--- src/logic/hbp_pkg.sv ---
package hbp_pkg;
  // ****************************************
  // Address map and widths
  // ****************************************
  localparam int HBP_ADDR_W = 13;
  localparam int HBP_RAM_WORDS = 4096;
  localparam int HBP_REG_WORDS = 16;
  localparam logic [12:0] HBP_RAM_LAST_BYTE = 13'h1fff;
  localparam logic [12:0] HBP_REG_LAST_BYTE = 13'h001f;
  localparam logic HBP_LANE_LOW = 1'b0;
  localparam logic HBP_LANE_HIGH = 1'b1;
  localparam logic HBP_SPACE_RAM = 1'b1;
  localparam logic HBP_SPACE_REG = 1'b0;

  // ****************************************
  // Clock frequency codes
  // ****************************************
  typedef enum logic [1:0] {HBP_F10, HBP_F12, HBP_F16, HBP_F20} hbp_freq_e;
  localparam logic [1:0] HBP_FREQ_RESET = 2'h2;
  localparam int HBP_CFG5_IDX = 5;
  localparam int HBP_CFG6_IDX = 6;
  localparam int HBP_CFG5_FREQ_BIT = 15;
  localparam int HBP_CFG6_FREQ_BIT = 15;

  // ****************************************
  // Operating modes and word-to-word delays
  // ****************************************
  typedef enum logic [1:0] {HBP_MODE_MASTER, HBP_MODE_RESPONDER, HBP_MODE_WORDMON, HBP_MODE_MSGMON} hbp_mode_e;
  localparam int HBP_CLK_MHZ = 20;
  // Delay in ns, indexed [mode][freq 10/12/16/20]
  localparam int HBP_DELAY_NS [4][4] = '{
    '{3800, 3100, 2400, 1900},
    '{7700, 6400, 4900, 3900},
    '{1800, 1500, 1100, 900},
    '{4200, 3500, 2600, 2100}};
  localparam int HBP_CLK_NS = 1000 / HBP_CLK_MHZ;
  localparam logic [1:0] HBP_SETTLE_CYC = 2'h2;
endpackage

--- src/logic/hbp_if.sv ---
`timescale 1ns/100ps
`default_nettype none
interface hbp_if;
  logic sel_n;
  logic host_strobe_n;
  logic rd_wr;
  logic space_sel;
  logic host_byte_lane_bit;
  logic [12:0] addr;
  logic [7:0] d_host;
  logic [7:0] d_dev;
  logic d_dev_oe;
  logic transfer_done_n;
  logic upper_addr_enable_strap;
  logic freq_pick_2;
  logic freq_pick_0;
  logic rx_pos;
  modport dev (input sel_n, host_strobe_n, rd_wr, space_sel, host_byte_lane_bit, addr, d_host,
    upper_addr_enable_strap, freq_pick_2, freq_pick_0, rx_pos,
    output d_dev, d_dev_oe, transfer_done_n);
  modport host (output sel_n, host_strobe_n, rd_wr, space_sel, host_byte_lane_bit, addr, d_host,
    upper_addr_enable_strap, freq_pick_2, freq_pick_0,
    input d_dev, d_dev_oe, transfer_done_n);
endinterface
`default_nettype wire

--- src/logic/hbp_host.sv ---
`timescale 1ns/100ps
`default_nettype none
module hbp_host
  import hbp_pkg::*;
(
  input wire logic pclk,
  input wire logic presetn,
  hbp_if.host bus,
  input wire logic psel,
  input wire logic penable,
  input wire logic pwrite,
  input wire logic [31:0] paddr,
  input wire logic [31:0] pwdata,
  output logic [31:0] prdata,
  output logic pready,
  output logic pslverr
);
  // ****************************************
  // Own registers: 0x00 cmd, 0x04 addr, 0x08 data, 0x0c status, 0x10 config
  // ****************************************
  localparam logic [7:0] OFS_CMD = 8'h00;
  localparam logic [7:0] OFS_ADDR = 8'h04;
  localparam logic [7:0] OFS_DATA = 8'h08;
  localparam logic [7:0] OFS_STAT = 8'h0c;
  localparam logic [7:0] OFS_CFG = 8'h10;

  typedef enum logic [2:0] {ST_IDLE, ST_STROBE, ST_RELEASE, ST_WAITDONE, ST_GAP} hbp_hst_e;
  typedef struct packed {
    hbp_hst_e st;
    logic [2:0] step;
    logic is_read;
    logic space;
    logic [11:0] word;
    logic [15:0] wdata;
    logic [15:0] rdata;
    logic busy;
    logic [1:0] mode;
    logic [1:0] freq;
    logic [1:0] strap;
    logic [8:0] gap;
    logic sel_n;
    logic strb_n;
    logic lane;
    logic [7:0] dout;
    logic [1:0] done_sync;
    logic [7:0] din;
    logic [31:0] prdata;
    logic pready;
    logic pslverr;
  } hbp_hst_s;
  hbp_hst_s q, d;

  function automatic logic [8:0] gap_cycles(input logic [1:0] m, input logic [1:0] f);
    gap_cycles = 9'((HBP_DELAY_NS[m][f] + HBP_CLK_NS - 1) / HBP_CLK_NS);
  endfunction

  always_comb
  begin
    d = q;
    d.pready = 1'b0;
    d.pslverr = 1'b0;
    d.done_sync = {q.done_sync[0], bus.transfer_done_n};
    d.din = bus.d_dev;
    if (psel && penable && !q.pready)
    begin
      d.pready = 1'b1;
      d.prdata = 32'h0000_0000;
      unique case (paddr[7:0])
        OFS_CMD:
          if (pwrite && !q.busy)
          begin
            d.is_read = pwdata[0];
            d.space = pwdata[1];
            d.busy = 1'b1;
            d.step = 3'h0;
            d.st = ST_STROBE;
          end
        OFS_ADDR:
          if (pwrite) d.word = pwdata[11:0];
          else d.prdata = {20'h0_0000, q.word};
        OFS_DATA:
          if (pwrite) d.wdata = pwdata[15:0];
          else d.prdata = {16'h0000, q.rdata};
        OFS_STAT:
          d.prdata = {30'h0, ~q.done_sync[1], q.busy};
        OFS_CFG:
          if (pwrite)
          begin
            d.mode = pwdata[1:0];
            d.freq = pwdata[3:2];
            d.strap = pwdata[5:4];
          end
          else d.prdata = {26'h0, q.strap, q.freq, q.mode};
        default: d.pslverr = 1'b1;
      endcase
    end
    unique case (q.st)
      ST_IDLE: ;
      ST_STROBE:
      begin
        // Byte sequence: write lo,hi; read dummy hi, lo, hi
        d.sel_n = 1'b0;
        d.strb_n = 1'b0;
        if (q.is_read)
          d.lane = (q.step == 3'h1) ? HBP_LANE_LOW : HBP_LANE_HIGH;
        else
          d.lane = (q.step == 3'h0) ? HBP_LANE_LOW : HBP_LANE_HIGH;
        d.dout = (q.step == 3'h0) ? q.wdata[7:0] : q.wdata[15:8];
        d.st = ST_RELEASE;
      end
      ST_RELEASE:
      begin
        d.strb_n = 1'b1;
        d.st = ST_WAITDONE;
      end
      ST_WAITDONE:
        if (!q.done_sync[1])
        begin
          d.sel_n = 1'b1;
          if (q.is_read && q.step == 3'h1) d.rdata[7:0] = q.din;
          if (q.is_read && q.step == 3'h2) d.rdata[15:8] = q.din;
          d.step = q.step + 3'h1;
          if (q.is_read && q.step == 3'h0)
          begin
            d.gap = gap_cycles(q.mode, q.freq);
            d.st = ST_GAP;
          end
          else if ((q.is_read && q.step == 3'h2) || (!q.is_read && q.step == 3'h1))
          begin
            d.gap = gap_cycles(q.mode, q.freq);
            d.st = ST_GAP;
          end
          else d.st = ST_STROBE;
        end
      ST_GAP:
        if (q.gap == 9'h000)
        begin
          if (q.is_read && q.step == 3'h1) d.st = ST_STROBE;
          else
          begin
            d.busy = 1'b0;
            d.st = ST_IDLE;
          end
        end
        else d.gap = q.gap - 9'h001;
      default: d.st = ST_IDLE;
    endcase
  end

  always_ff @(posedge pclk or negedge presetn)
  begin
    if (!presetn)
    begin
      q <= '0;
      q.st <= ST_IDLE;
      q.freq <= HBP_FREQ_RESET;
      q.sel_n <= 1'b1;
      q.strb_n <= 1'b1;
      q.done_sync <= 2'b11;
    end
    else q <= d;
  end

  // ****************************************
  // Outputs
  // ****************************************
  assign bus.sel_n = q.sel_n;
  assign bus.host_strobe_n = q.strb_n;
  assign bus.rd_wr = q.is_read;
  assign bus.space_sel = q.space;
  assign bus.host_byte_lane_bit = q.lane;
  assign bus.addr = {q.word, q.lane};
  assign bus.d_host = q.dout;
  assign bus.upper_addr_enable_strap = q.strap[1];
  assign bus.freq_pick_2 = q.freq[1];
  assign bus.freq_pick_0 = q.freq[0];
  assign prdata = q.prdata;
  assign pready = q.pready;
  assign pslverr = q.pslverr;
endmodule // hbp_host
`default_nettype wire

--- src/flat_wrapper.sv ---
// flat-port wrapper written by rule: the top's interface ports become plain ports
module hbp_host_flat import hbp_pkg::*;
  (pclk, presetn, psel, penable, pwrite, paddr, pwdata, prdata, pready, pslverr, bus_sel_n, bus_host_strobe_n, bus_rd_wr, bus_space_sel, bus_host_byte_lane_bit, bus_addr, bus_d_host, bus_upper_addr_enable_strap, bus_freq_pick_2, bus_freq_pick_0, bus_d_dev, bus_d_dev_oe, bus_transfer_done_n);
  hbp_if bus_i ();
  input wire logic pclk;
  input wire logic presetn;
  input wire logic psel;
  input wire logic penable;
  input wire logic pwrite;
  input wire logic [31:0] paddr;
  input wire logic [31:0] pwdata;
  output logic [31:0] prdata;
  output logic pready;
  output logic pslverr;
  output wire logic [$bits(bus_i.sel_n)-1:0] bus_sel_n;
  output wire logic [$bits(bus_i.host_strobe_n)-1:0] bus_host_strobe_n;
  output wire logic [$bits(bus_i.rd_wr)-1:0] bus_rd_wr;
  output wire logic [$bits(bus_i.space_sel)-1:0] bus_space_sel;
  output wire logic [$bits(bus_i.host_byte_lane_bit)-1:0] bus_host_byte_lane_bit;
  output wire logic [$bits(bus_i.addr)-1:0] bus_addr;
  output wire logic [$bits(bus_i.d_host)-1:0] bus_d_host;
  output wire logic [$bits(bus_i.upper_addr_enable_strap)-1:0] bus_upper_addr_enable_strap;
  output wire logic [$bits(bus_i.freq_pick_2)-1:0] bus_freq_pick_2;
  output wire logic [$bits(bus_i.freq_pick_0)-1:0] bus_freq_pick_0;
  input wire logic [$bits(bus_i.d_dev)-1:0] bus_d_dev;
  input wire logic [$bits(bus_i.d_dev_oe)-1:0] bus_d_dev_oe;
  input wire logic [$bits(bus_i.transfer_done_n)-1:0] bus_transfer_done_n;
  assign bus_sel_n = bus_i.sel_n;
  assign bus_host_strobe_n = bus_i.host_strobe_n;
  assign bus_rd_wr = bus_i.rd_wr;
  assign bus_space_sel = bus_i.space_sel;
  assign bus_host_byte_lane_bit = bus_i.host_byte_lane_bit;
  assign bus_addr = bus_i.addr;
  assign bus_d_host = bus_i.d_host;
  assign bus_upper_addr_enable_strap = bus_i.upper_addr_enable_strap;
  assign bus_freq_pick_2 = bus_i.freq_pick_2;
  assign bus_freq_pick_0 = bus_i.freq_pick_0;
  assign bus_i.d_dev = bus_d_dev;
  assign bus_i.d_dev_oe = bus_d_dev_oe;
  assign bus_i.transfer_done_n = bus_transfer_done_n;
  hbp_host u_core (.pclk(pclk), .presetn(presetn), .bus(bus_i), .psel(psel), .penable(penable), .pwrite(pwrite), .paddr(paddr), .pwdata(pwdata), .prdata(prdata), .pready(pready), .pslverr(pslverr));
endmodule
--- config.mk ---
export PLATFORM = sky130hd
export DESIGN_NAME = hbp_host_flat
export DESIGN_NICKNAME = d
export VERILOG_FILES = /design/src/logic/hbp_pkg.sv /design/src/logic/hbp_if.sv /design/src/logic/hbp_host.sv /design/src/flat_wrapper.sv
export SDC_FILE = /design/constraint.sdc
export NUM_CORES = 1
export LEC_CHECK = 0
export CORE_MARGIN = 3
export CORE_UTILIZATION = 40
export DETAILED_ROUTE_END_ITERATION = 10
export DONT_BUFFER_PORTS = 1
export PLACE_DENSITY_LB_ADDON = 0.25
export SLEW_MARGIN = 20
export SYNTH_ARGS = -nofsm -noshare
export SYNTH_HDL_FRONTEND = slang
export SYNTH_SLANG_ARGS = --single-unit
--- constraint.sdc ---
create_clock -name pclk -period 8 [get_ports pclk]
set_clock_uncertainty 0.2 [all_clocks]
set_input_delay 0.8 -clock pclk [delete_from_list [all_inputs] [get_ports pclk]]
set_output_delay 0.8 -clock pclk [all_outputs]
set_load 0.03 [all_outputs]
==> summary.txt <==
Run
  – MaxCap Viol Count: 0

Pwr
  – Leakage: approximately 3.2 nW
  – Power Density: around 240 nW/µm²
  – Maximum vdd ir drop: between 0.15 and 0.2 mV

Placed design
  – Pre-CTS WS: about 0.67 ns
  – Placed cell count: roughly 940
  – Port Buf Inserts: 0
  – Dpl hpwl: 13,400 µm
  – Final Wtd Congestion: approximately 0.88
  – Placed Instance Area: around 7300 µm²

Drt
  – DR iter-0 viols: about 320
  – Post-DRT Antenna Nets: 0
  – Routed WL: ~18,000 µm
  – Vias post-DR: 5,586
  – DR WL/cell: around 19 µm
  – Initial DRT Pass Iterations: 5
  – Residual DRC count: 0
  – Vias per cell: 5.87

STA
  – Max Slew Vio Count: 0
  – Fmax: around 140 MHz
  – Tcrit/Tclk final: around 90%
  – Final setup fails: 0
  – Final Worst Setup Slack: just over 0.6 ns
  – Fin Setup TNS: 0 ns
  – RSZ-0062 raised after global routing: no
  – Slew margin rel.: between 20% and 30%
  – Slew at the pin closest to its max-slew limit: 1.15 ns
  – Fin crit period: 7.40 ns
  – Final hold vios: 0

Clock tree
  – Inserted Clock Buffers: 9
  – Post-CTS Repair Setup Buffers: 0
  – Root buffer cell: clkbuf_16
  – CTS sink cnt: 107
  – Clk_lat worst skew: 0.34 ns
  – H-tree depth: 3
  – Worst-path clk slew: 0.07 ns
  – CTS max path bufs: 2
  – CTS tree: built

Worst setup path
  – Worst endpoint required time: between 8 and 9 ns
  – Register-to-Register Setup Slack: between 0.6 and 0.7 ns
  – Worst Path Class, Setup: reg -> reg
  – Reg2reg path depth: 27
  – Crit Path Max Fanout: 12
  – Critical Path AT: approximately 7.4 ns
  – Reg-to-reg endpoint: u_core.q[55]
  – Worst setup EP type: flop
  – CP Launch Type: flop
  – Reg-to-Reg Start: u_core.bus.freq_pick_2

Final layout
  – Most common cell after layout, fill and taps aside: dfrtp_1
  – Layout cells sized above 1: a little over a fifth
  – Antenna Cells: 0
  – Core Util, Final: ~42%
  – Final Cell Area: between 7000 and 8000 µm²
  – Fin cells: roughly 950
  – Area grow syn2layout: 2.54%
  – Nets: 813
  – Most frequent cells in the layout: 102 x dfrtp_1, 63 x nand2_1, 52 x mux2_2

Status
  – Status: completed

Yosys
  – YS warnings: 0
  – Seq/Total Area, Yosys: 36.1%
  – Unique masters post-synth: 116
  – Avg Inst Size Synth: 9.74 µm²
  – Post-Syn Area: between 7000 and 8000 µm²
  – Dominant synthesized flop cell: dfrtp_1
  – Synthesized instance count: around 760
  – Fraction of registers with async set/reset: between 90% and 100%
  – Seq cells post-synth: around 110
  – Post-synth EDFFs: 0

Floorplanning
  – Die height: roughly 140 µm
  – Die W: 142 µm
  – Ports: about 140
  – Initial core utilization: between 40% and 50%
  – DIE AREA: 20,300 µm²
  – Rows: 49
  – Core area: roughly 18,000 µm²

Global routing
  – Vias in the first global route: 5,416
  – GRT Total Usage: between 15 and 20%
  – Global-route wire length before repair: approximately 29,000 µm
  – Initial antenna violation count: 0
  – Remaining global-route overflow: 0
  – Largest net degree at the start of global routing: 103

Min path
  – Min-delay worst type: in -> async
sequential cells by signal, indices dropped and copies added (netlist names):
name	cells
u_core.prdata	16
u_core.bus.upper_addr_enable_strap	1
u_core.bus.d_host	8
u_core.bus.rd_wr	1
u_core.bus.sel_n	1
u_core.pready	1
u_core.bus.freq_pick_0	1
u_core.bus.host_byte_lane_bit	1
u_core.bus.host_strobe_n	1
u_core.d	1
u_core.bus.freq_pick_2	1
u_core.pslverr	1
u_core.bus.space_sel	1
u_core.bus.addr	12
u_core.q	60
synth_stat cells (6+ instances only):
cell | number | share of area (%)
a21o_1 | 6 | 0.61
a21oi_1 | 32 | 2.2
a22o_1 | 7 | 0.82
a22oi_1 | 7 | 0.71
and3_1 | 9 | 0.76
buf_4 | 54 | 5.5
clkbuf_1 | 16 | 0.81
dfrtp_1 | 102 | 34
ha_1 | 16 | 2.7
inv_1 | 17 | 0.86
mux2_2 | 52 | 7.9
mux2i_1 | 17 | 2.3
nand2_1 | 63 | 3.2
nand2b_1 | 12 | 1.0
nand3_1 | 19 | 1.3
nor2_1 | 49 | 2.5
nor2b_1 | 7 | 0.59
nor3_1 | 17 | 1.1
o21a_1 | 10 | 1.0
o21ai_0 | 43 | 2.9
o22ai_1 | 7 | 0.59
or2_2 | 6 | 0.51
or3_1 | 8 | 0.67
xnor2_1 | 10 | 1.2
per-stage QoR:
stage,hold slack [ns],power [W]
after global routing,0.0806,0.00196
after floorplan,0.145,0.00132
after detailed placement,0.154,0.00141
after global placement,0.152,0.00139
final,0.0934,0.00184
after CTS,0.0823,0.00184
kinds of logic after synthesis:
| family | after synthesis | share of synthesized area (%) |
|---|---|---|
| XOR/XNOR | 15 | 1.97 |
| multiplexers | 74 | 11.5 |
| AO/OA/AOI/OAI | 202 | 20.8 |
| buffers and inverters | 101 | 8.55 |
| flip-flops | 107 | 36.1 |
| AND/OR/NAND/NOR | 246 | 18.2 |
| adder cells (fa/ha/maj) | 17 | 2.84 |
| other | 1 | 0.0504 |
routing by layer:
layer  share of wire (%)  routed length (µm)  GRT usage, %  up-vias
met5                   0                   0             0        -
met2                  49                8660          29.0      143
li1                    -                   -             -     2660
met1                  44                7740          22.4     2770
met3                 6.8                1210          4.94       13
met4                0.83                 148          3.35        0
timing repair:
action                                  4_1_cts  5_1_grt
endpoints found under the setup margin        0        1
hold buffers                                  1        0
gates resized for setup                       0        2
hold endpoints to repair                    102        0
critical path: stages (launching register included):
cell,delay (ns)
dfstp_2,0.65
and2_1,0.23
o21ai_0,0.11
o31ai_1,0.11
clkinv_1,0.15
ha_1,0.32
and3b_1,0.27
a22oi_2,0.09
xnor2_2,0.38
nand2_2,0.13
o31ai_4,0.42
nand3_2,0.27
a21o_1,0.27
and2_4,0.15
o311a_1,0.35
or2_4,0.30
o221a_2,0.34
or3_1,0.42
a211oi_4,0.29
o22ai_1,0.17
nand2_2,0.25
xnor2_1,0.14
ha_1,0.25
or3_1,0.37
mux2i_1,0.23
a2111oi_2,0.08
nor3b_1,0.21
o22ai_1,0.10
final cells by class:
cell class | instances | area (µm²)
clock inverters | 5 | 36.3
fillers | 1734 | 10500
well taps | 229 | 287
clock buffers | 11 | 243
inverters | 20 | 75.1
repair buffers | 10 | 95.1
multi-input cells | 570 | 4200
flip-flops and latches | 107 | 2680
worst max-delay path by stage:
stage | startpoint | endpoint | slack [ns] | depth (start not counted)
floorplan | u_core.bus.freq_pick_0 | u_core.q[55] | 0.81 | 29
global placement | u_core.bus.freq_pick_2 | u_core.q[55] | 0.75 | 27
detailed placement | u_core.bus.freq_pick_2 | u_core.q[55] | 0.67 | 27
CTS | u_core.bus.freq_pick_2 | u_core.q[55] | 0.62 | 27
global route | u_core.bus.freq_pick_2 | u_core.q[55] | 0.004 | 27
finish | u_core.bus.freq_pick_2 | u_core.q[55] | 0.60 | 27
report_power, final:
group          internal, W  leakage [nW]  switching, W
clock network     0.000220         0.128      0.000193
logic             0.000285          1.64      0.000385
registers         0.000614          1.39      0.000142
No activity file was read; power rests on OpenSTA's default activity.
